[config.mk]
export PLATFORM = sky130hd
export DESIGN_NAME = dio_bank
export DESIGN_NICKNAME = d
export VERILOG_FILES = /design/src/design/dio_pkg.sv /design/src/design/dio_bank.sv
export VERILOG_INCLUDE_DIRS = /design/src /design/src/design
export SDC_FILE = /design/constraint.sdc
export NUM_CORES = 1
export LEC_CHECK = 0
export BUFFER_PORTS_ARGS = -buffer_cell sky130_fd_sc_hd__buf_2
export CAP_MARGIN = 20
export CORE_ASPECT_RATIO = 1.75
export CORE_MARGIN = 8
export CORE_UTILIZATION = 45
export DETAILED_ROUTE_END_ITERATION = 16
export GPL_TIMING_DRIVEN = 0
export PLACE_DENSITY = 0.66
export SETUP_SLACK_MARGIN = 0.05
export SYNTH_ARGS = -nofsm -noshare
export SYNTH_HDL_FRONTEND = slang
export SYNTH_SLANG_ARGS = --single-unit
export TNS_END_PERCENT = 100
[constraint.sdc]
create_clock -name aclk -period 3.1 [get_ports aclk]
set_input_delay 0.93 -clock aclk [delete_from_list [all_inputs] [get_ports aclk]]
set_output_delay 0.93 -clock aclk [all_outputs]
set_load 0.005 [all_outputs]
[src/design/dio_defs.svh]
`ifndef DIO_DEFS_SVH
`define DIO_DEFS_SVH
// Notes on behaviour
// Port read: bit n is line n
// Bits above implemented lines read zero
// Input lines read external level
// Output lines with read-back read driven value
// Per-line direction bit, 1 output, reset input
// Port-wide direction command sets all lines
// One-port group takes low byte
// Two-port group: low byte to higher port
// Four-port group: bits 7:0 to port 3
// Group members update in one cycle
// Group write refused unless group is output
// Group write refused when group empty
// Line write sets one line, others kept
// Line write refused unless port is output
// Port write: bit n drives line n
// Narrow port discards unimplemented write bits
// Port write refused unless port is output
// Reset: all inputs, no groups
// Group read mirrors write order, one sample
// Refused write sets sticky flag and pulse
// Input lines pass two-flop synchroniser
`define DIO_ADDR_W        8
`define DIO_NPORT         4
`define DIO_PORT_W        8
`define DIO_PORT_LINES    16'h8888
`define DIO_READBACK      4'hF
`define DIO_OFF_LINE_DIR  8'h00
`define DIO_OFF_PORT_DIR  8'h04
`define DIO_OFF_LINE_WR   8'h08
`define DIO_OFF_ERR       8'h0C
`define DIO_PAGE_PORT     4'h1
`define DIO_PAGE_GRP      4'h2
`define DIO_LW_LINE_LSB   2
`define DIO_LW_STATE_BIT  8
`define DIO_PD_DIR_BIT    8
`define DIO_GC_FIRST_LSB  4
`define DIO_RESP_OKAY     2'h0
`define DIO_RESP_SLVERR   2'h2
`endif

[src/design/dio_pkg.sv]
package dio_pkg;
  typedef enum logic [2:0] {
    DIO_G0 = 3'b000,
    DIO_G1 = 3'b001,
    DIO_G2 = 3'b010,
    DIO_G4 = 3'b100
  } dio_gsize_e;

  typedef struct packed {
    logic [1:0] first;
    dio_gsize_e size;
  } dio_grp_s;

  typedef struct packed {
    logic gcfg;
    logic gempty;
    logic gnout;
    logic line;
    logic port;
  } dio_err_s;
endpackage

[src/design/dio_bank.sv]
`timescale 1ns/1ns
`include "dio_defs.svh"
module dio_bank #(
  parameter logic [15:0] PORT_LINES = `DIO_PORT_LINES,
  parameter logic [3:0]  READBACK   = `DIO_READBACK
) (
  input  wire logic                   aclk,
  input  wire logic                   aresetn,
  input  wire logic [`DIO_ADDR_W-1:0] s_axi_awaddr,
  input  wire logic                   s_axi_awvalid,
  output logic                        s_axi_awready,
  input  wire logic [31:0]            s_axi_wdata,
  input  wire logic [3:0]             s_axi_wstrb,
  input  wire logic                   s_axi_wvalid,
  output logic                        s_axi_wready,
  output logic [1:0]                  s_axi_bresp,
  output logic                        s_axi_bvalid,
  input  wire logic                   s_axi_bready,
  input  wire logic [`DIO_ADDR_W-1:0] s_axi_araddr,
  input  wire logic                   s_axi_arvalid,
  output logic                        s_axi_arready,
  output logic [31:0]                 s_axi_rdata,
  output logic [1:0]                  s_axi_rresp,
  output logic                        s_axi_rvalid,
  input  wire logic                   s_axi_rready,
  input  wire logic [31:0]            gpio_in,
  output logic [31:0]                 gpio_out,
  output logic [31:0]                 gpio_oe,
  output logic                        err_pulse,
  output dio_pkg::dio_err_s           err_flags
);
  import dio_pkg::*;

  logic [31:0]            in_s1;
  logic [31:0]            in_s2;
  logic [31:0]            dir_q;
  logic [31:0]            out_q;
  logic [31:0]            imp_mask;
  logic [31:0]            rd_port;
  logic [3:0]             port_out;
  dio_grp_s               grp_q [2];
  dio_err_s               err_q;
  dio_err_s               err_set;
  logic                   aw_hold;
  logic                   w_hold;
  logic [`DIO_ADDR_W-1:0] aw_q;
  logic [31:0]            wd_q;
  logic                   wr_go;
  logic                   rd_go;
  logic                   is_ldir;
  logic                   is_pdir;
  logic                   is_line;
  logic                   is_err;
  logic                   is_port;
  logic                   is_gcfg;
  logic                   is_gdat;
  logic [1:0]             wp;
  logic                   wg;
  logic [1:0]             lp;
  logic [2:0]             ln;
  dio_grp_s               new_cfg;
  logic [3:0]             wmem;
  logic                   wgrp_out;
  logic [31:0]            next_rdata;
  logic [1:0]             next_rresp;
  logic                   rd_empty;

  function automatic logic [3:0] members(input dio_grp_s c);
    case (c.size)
      DIO_G1:  members = 4'b0001 << c.first;
      DIO_G2:  members = 4'b0011 << c.first;
      DIO_G4:  members = 4'hF;
      default: members = 4'h0;
    endcase
  endfunction

  function automatic logic cfg_ok(input dio_grp_s c);
    case (c.size)
      DIO_G0:  cfg_ok = 1'b1;
      DIO_G1:  cfg_ok = 1'b1;
      DIO_G2:  cfg_ok = ~c.first[0];
      DIO_G4:  cfg_ok = (c.first == 2'd0);
      default: cfg_ok = 1'b0;
    endcase
  endfunction

  function automatic logic [7:0] gbyte(input dio_grp_s c, input logic [1:0] p, input logic [31:0] d);
    case (c.size)
      DIO_G2:  gbyte = (p == c.first) ? d[15:8] : d[7:0];
      DIO_G4:  gbyte = d[{~p, 3'b000} +: 8];
      default: gbyte = d[7:0];
    endcase
  endfunction

  // One sampled vector feeds every member, so the bytes are coherent
  function automatic logic [31:0] gread(input dio_grp_s c, input logic [31:0] r);
    logic [1:0] nx;
    nx = 2'(c.first + 2'd1);
    case (c.size)
      DIO_G1:  gread = {24'h0, r[{c.first, 3'b000} +: 8]};
      DIO_G2:  gread = {16'h0, r[{c.first, 3'b000} +: 8], r[{nx, 3'b000} +: 8]};
      DIO_G4:  gread = {r[7:0], r[15:8], r[23:16], r[31:24]};
      default: gread = 32'h0;
    endcase
  endfunction

  // Metastability guard; only in_s2 is read by logic
  always_ff @(posedge aclk) begin
    in_s1 <= gpio_in;
    in_s2 <= in_s1;
  end

  genvar p;
  generate
    for (p = 0; p < `DIO_NPORT; p++) begin : g_port
      logic [7:0] m;
      logic [7:0] d;
      assign m = 8'hFF >> (4'd8 - PORT_LINES[4*p +: 4]);
      assign d = dir_q[8*p +: 8];
      assign imp_mask[8*p +: 8] = m;
      assign port_out[p] = &(d | ~m);
      // Without read-back an output line can only report the pin level
      assign rd_port[8*p +: 8] = (READBACK[p] ? ((d & out_q[8*p +: 8]) | (~d & in_s2[8*p +: 8]))
                                              : in_s2[8*p +: 8]) & m;
    end
  endgenerate

  assign s_axi_awready = ~aw_hold & ~s_axi_bvalid;
  assign s_axi_wready  = ~w_hold & ~s_axi_bvalid;
  assign s_axi_arready = ~s_axi_rvalid;
  assign wr_go = aw_hold & w_hold & ~s_axi_bvalid;
  assign rd_go = s_axi_arvalid & s_axi_arready;

  always_ff @(posedge aclk) begin
    if (!aresetn) begin
      aw_hold <= 1'b0;
      aw_q    <= '0;
    end else if (s_axi_awvalid && s_axi_awready) begin
      aw_hold <= 1'b1;
      aw_q    <= s_axi_awaddr;
    end else if (wr_go) begin
      aw_hold <= 1'b0;
    end
  end

  always_ff @(posedge aclk) begin
    if (!aresetn) begin
      w_hold <= 1'b0;
      wd_q   <= '0;
    end else if (s_axi_wvalid && s_axi_wready) begin
      w_hold <= 1'b1;
      wd_q   <= s_axi_wdata;
    end else if (wr_go) begin
      w_hold <= 1'b0;
    end
  end

  always_comb begin
    is_ldir  = aw_q == `DIO_OFF_LINE_DIR;
    is_pdir  = aw_q == `DIO_OFF_PORT_DIR;
    is_line  = aw_q == `DIO_OFF_LINE_WR;
    is_err   = aw_q == `DIO_OFF_ERR;
    is_port  = aw_q[7:4] == `DIO_PAGE_PORT;
    is_gcfg  = (aw_q[7:4] == `DIO_PAGE_GRP) & ~aw_q[3];
    is_gdat  = (aw_q[7:4] == `DIO_PAGE_GRP) & aw_q[3];
    wp       = aw_q[3:2];
    wg       = aw_q[2];
    lp       = wd_q[1:0];
    ln       = wd_q[`DIO_LW_LINE_LSB +: 3];
    new_cfg  = dio_grp_s'(wd_q[`DIO_GC_FIRST_LSB +: 2] << 3 | {2'b00, wd_q[2:0]});
    wmem     = members(grp_q[wg]);
    wgrp_out = (wmem & ~port_out) == 4'h0;
    rd_empty = (s_axi_araddr[7:4] == `DIO_PAGE_GRP) & s_axi_araddr[3] & (grp_q[s_axi_araddr[2]].size == DIO_G0);
  end

  always_comb begin
    err_set.port   = wr_go & is_port & ~port_out[wp];
    err_set.line   = wr_go & is_line & ~port_out[lp];
    err_set.gnout  = wr_go & is_gdat & (wmem != 4'h0) & ~wgrp_out;
    err_set.gempty = (wr_go & is_gdat & (wmem == 4'h0)) | (rd_go & rd_empty);
    err_set.gcfg   = wr_go & is_gcfg & ~cfg_ok(new_cfg);
  end

  // Direction: port-wide command and per-line register share one store
  always_ff @(posedge aclk) begin
    if (!aresetn) begin
      dir_q <= '0;
    end else if (wr_go && is_ldir) begin
      dir_q <= wd_q & imp_mask;
    end else if (wr_go && is_pdir) begin
      dir_q[{wd_q[1:0], 3'b000} +: 8] <= {8{wd_q[`DIO_PD_DIR_BIT]}} & imp_mask[{wd_q[1:0], 3'b000} +: 8];
    end
  end

  always_ff @(posedge aclk) begin
    if (!aresetn) begin
      grp_q[0] <= '{first: 2'd0, size: DIO_G0};
      grp_q[1] <= '{first: 2'd0, size: DIO_G0};
    end else if (wr_go && is_gcfg && cfg_ok(new_cfg)) begin
      grp_q[wg] <= new_cfg;
    end
  end

  // All member bytes load on the same edge, so lines never show a mix
  always_ff @(posedge aclk) begin
    if (!aresetn) begin
      out_q <= '0;
    end else if (wr_go && is_port && port_out[wp]) begin
      out_q[{wp, 3'b000} +: 8] <= wd_q[7:0] & imp_mask[{wp, 3'b000} +: 8];
    end else if (wr_go && is_line && port_out[lp]) begin
      out_q[{lp, ln}] <= wd_q[`DIO_LW_STATE_BIT] & imp_mask[{lp, ln}];
    end else if (wr_go && is_gdat && (wmem != 4'h0) && wgrp_out) begin
      for (int i = 0; i < `DIO_NPORT; i++) begin
        if (wmem[i]) begin
          out_q[8*i +: 8] <= gbyte(grp_q[wg], 2'(i), wd_q) & imp_mask[8*i +: 8];
        end
      end
    end
  end

  assign gpio_out = out_q;
  assign gpio_oe  = dir_q;

  // Set wins over a same-cycle write-one-to-clear
  always_ff @(posedge aclk) begin
    if (!aresetn) begin
      err_q     <= '0;
      err_pulse <= 1'b0;
    end else begin
      err_q     <= (err_q & ~((wr_go & is_err) ? dio_err_s'(wd_q[4:0]) : dio_err_s'(5'h0))) | err_set;
      err_pulse <= |err_set;
    end
  end

  assign err_flags = err_q;

  always_ff @(posedge aclk) begin
    if (!aresetn) begin
      s_axi_bvalid <= 1'b0;
      s_axi_bresp  <= `DIO_RESP_OKAY;
    end else if (wr_go) begin
      s_axi_bvalid <= 1'b1;
      s_axi_bresp  <= (is_ldir | is_pdir | is_line | is_err | is_port | is_gcfg | is_gdat)
                      ? `DIO_RESP_OKAY : `DIO_RESP_SLVERR;
    end else if (s_axi_bready) begin
      s_axi_bvalid <= 1'b0;
    end
  end

  always_comb begin
    next_rdata = 32'h0;
    next_rresp = `DIO_RESP_OKAY;
    if (s_axi_araddr == `DIO_OFF_LINE_DIR) begin
      next_rdata = dir_q;
    end else if (s_axi_araddr == `DIO_OFF_PORT_DIR) begin
      next_rdata = {28'h0, port_out};
    end else if (s_axi_araddr == `DIO_OFF_LINE_WR) begin
      next_rdata = 32'h0;
    end else if (s_axi_araddr == `DIO_OFF_ERR) begin
      next_rdata = {27'h0, err_q};
    end else if (s_axi_araddr[7:4] == `DIO_PAGE_PORT) begin
      next_rdata = {24'h0, rd_port[{s_axi_araddr[3:2], 3'b000} +: 8]};
    end else if ((s_axi_araddr[7:4] == `DIO_PAGE_GRP) && !s_axi_araddr[3]) begin
      next_rdata = {24'h0, 2'b00, grp_q[s_axi_araddr[2]].first, 1'b0, grp_q[s_axi_araddr[2]].size};
    end else if (rd_empty) begin
      next_rresp = `DIO_RESP_SLVERR;
    end else if (s_axi_araddr[7:4] == `DIO_PAGE_GRP) begin
      next_rdata = gread(grp_q[s_axi_araddr[2]], rd_port);
    end else begin
      next_rresp = `DIO_RESP_SLVERR;
    end
  end

  always_ff @(posedge aclk) begin
    if (!aresetn) begin
      s_axi_rvalid <= 1'b0;
      s_axi_rdata  <= '0;
      s_axi_rresp  <= `DIO_RESP_OKAY;
    end else if (rd_go) begin
      s_axi_rvalid <= 1'b1;
      s_axi_rdata  <= next_rdata;
      s_axi_rresp  <= next_rresp;
    end else if (s_axi_rready) begin
      s_axi_rvalid <= 1'b0;
    end
  end
endmodule

==> reports/metrics.cfg <==
[drt]
via_count = 12550
ant_nets = 0
drtIter0Drc = 1287
drc_errors = 0
first_pass_iters = 6
via_per_inst = 6.418
wirelength_um = 56010
wl_per_cell_um = 28.64

[placement]
hpwl_um = 43980
pre_cts_ws_ns = -0.6708
dpl_cell_area_mm2 = 0.01308
gp_congestion = 1.062
port-buffer-count = 195
dp.cells = 1913

[critical_path]
r2r-start = gpio_oe[23]
reg2reg_depth = 8
startpoint = gpio_oe[23]
crit_type = reg2reg
r2r_slack_ns = 0.05
crit_fanout = 9
r2r-end = gpio_out[27]
arrival_ns = 3.40
cp-end-kind = flip-flop
required_ns = 3.45
start_kind = flip-flop
cp-endpoint = gpio_out[27]

[clock_network]
root_buffer = clkbuf_16
cts_max_path_buffers = 3
hold_buffers = 0
cts_tree = built
htreeDepth = 1
cts.sinks = 223
cts_buffers = 21
clk_latency_ns = 0.53
clk_pin_slew_ns = 0.06

[layout]
fillers = 2530
final_area_mm2 = 0.01399
drive_above_1_share_pct = 21.64
syn2layout_area_growth_pct = 19.91
layout.nets = 1725
final_cells = 1956
n_antenna_cell = 0

[timing]
post-route-min-period_ns = 3.055
slew_violations = 0
slew_headroom_pct = 18.60
period_share_pct = 98.54
fin_ws_ns = 0.04514
hold_viol = 0
setup_tns_ns = 0
fin_skew_ns = 0.01108
fmax_mhz = 327.3
rsz0062_at_grt = yes
setup_violations = 0
worst_pin_slew_ns = 1.221
worst_hold_slack_ns = 0.3266

[pwr]
vdd_drop_max_mv = 0.4624
p_per_area_mw_per_mm2 = 497.2
p_leak_nw = 5.420

[grt]
grt-ovfl-total = 0
first_global_vias = 12510
grt_max_degree = 16
track_usage_pct = 34.89
antenna_found_initial = 0
grt_pass1_wl_um = 81020

[die]
fp.dieW_um = 137.7
core-area_mm2 = 0.02567
die_h_um = 229.0
io_pins = 202
die_area_mm2 = 0.03153
row_count = 78
start_util_pct = 45.44

[logic_synthesis]
yosys_most_used_dff = dfxtp_1
syn_inst = 1394
syn-mean-instance-area_um2 = 8.367
ys_seq_elements = 223
synth_cell_types = 95
yosysSeqAreaShare_pct = 39.13
ys_warn_count = 0
postSynth.asyncResetShare_pct = 0
synth_enable_flop_cells = 10
synth_area_mm2 = 0.01166

[status]
status = finished, final reports clean

[flow_run]
cap_violations = 0

[hold_path]
hp-class = reg2reg

[layout by cell type (no fill, tap or decap), drive strengths merged, types with 30 or more instances in the layout]
cell type / instances
buf: 232
nor3: 77
o21ai: 92
a211oi: 38
a31oi: 30
nor2: 104
a21oi: 132
mux2i: 60
nand2: 199
clkbuf: 102
dfxtp: 213
[worst max-delay path: stages (launching register included)]
cell,delay [ns]
dfxtp_1,0.51
nand4_1,0.36
or2_1,0.46
o22a_1,0.34
a21oi_4,0.35
o32ai_1,0.16
buf_4,0.20
a221oi_1,0.35
a211oi_1,0.13
[sequential cells by signal (all words and copies together) (netlist names), 5 cells and up, named ones only]
signal,flops
grp_q,10
aw_q,8
gpio_out,32
in_s2,32
s_axi_rdata,32
gpio_oe,32
err_flags,5
in_s1,32
wd_q,32
[cells in the mapped netlist (16+ instances only)]
cell type  instances  share of area, %
dfxtp_1          213                37
nand2_1          199               6.4
a21oi_1          131               5.6
nor2_1           103               3.3
o21ai_0           86               3.7
clkbuf_1          77               2.5
nor3_1            73               3.1
mux2i_1           57               4.9
a211oi_1          33               2.1
a31oi_1           30               1.6
a221oi_1          26               2.0
nand3_1           19              0.82
mux2_2            18               1.7
a311oi_1          17               1.3
inv_1             16              0.51
[how the worst min path moves through the flow]
stage / start / end / slack [ns] / cells past startpoint
floorplan: in_s1[0] / in_s2[0] / 0.31 / 0
global placement: in_s1[22] / in_s2[22] / 0.31 / 0
detailed placement: in_s1[23] / in_s2[23] / 0.31 / 0
CTS: in_s1[23] / in_s2[23] / 0.33 / 0
global route: in_s1[15] / in_s2[15] / 0.33 / 0
finish: in_s1[23] / in_s2[23] / 0.33 / 0
[final cells by class]
cell class                 count  area [um^2]  share of cell area, %
buffer                       103        456.7                  3.265
inverter                      17        63.81                 0.4563
timing repair buffer         205         1066                  7.622
tap                          320        400.4                  2.863
clock buffer                  27        579.3                  4.142
multi-input combinational   1051         6714                  48.01
sequential                   223         4568                  32.66
clock inverter                10        137.6                 0.9841
[through the flow]
step	total power (W)	utilization [%]
3_5_place_dp	0.004228	50.95
4_1_cts	0.006961	54.16
2_1_floorplan	0.003768	-
6_report	0.006954	54.49
5_1_grt	0.007170	54.49
3_3_place_gp	0.004217	50.82
[where the power goes]
group	internal (W)	leakage (nW)	switching, W	total, W
clock network	0.00158	0.346	0.00116	0.00274
registers	0.00302	1.86	0.000150	0.00317
logic	0.000356	3.21	0.000689	0.00104
total	0.00495	5.42	0.00200	0.00695
[repair_timing]
item,4_1_cts,5_1_grt
gates resized for setup,19,19
setup endpoints to repair,36,46
buffers inserted,4,3
pin swaps,2,5
[cells by family (layout without fill, tap and decap cells)]
family | count (synthesis) | in the layout | synth area share (%)
AND/OR/NAND/NOR | 486 | 486 | 19.13
AO/OA/AOI/OAI | 460 | 460 | 27.12
flip-flops | 223 | 223 | 39.13
buffers and inverters | 121 | 362 | 4.387
multiplexers | 85 | 85 | 8.399
adder cells (fa/ha/maj) | 12 | 12 | 1.287
XOR/XNOR | 6 | 6 | 0.5149
other | 1 | 2 | 0.03215
[metal layers]
metal / routed length [um] / vias to the layer above / track usage, % / share of wire [%]
met4: 5344 / 0 / 29.23 / 9.5
li1: - / 5658 / - / -
met3: 3903 / 245 / 4.910 / 7.0
met2: 27640 / 717 / 59.84 / 49
met1: 19120 / 5933 / 36.32 / 34
met5: 0 / - / 0 / 0
(Power assumes the default switching activity.)
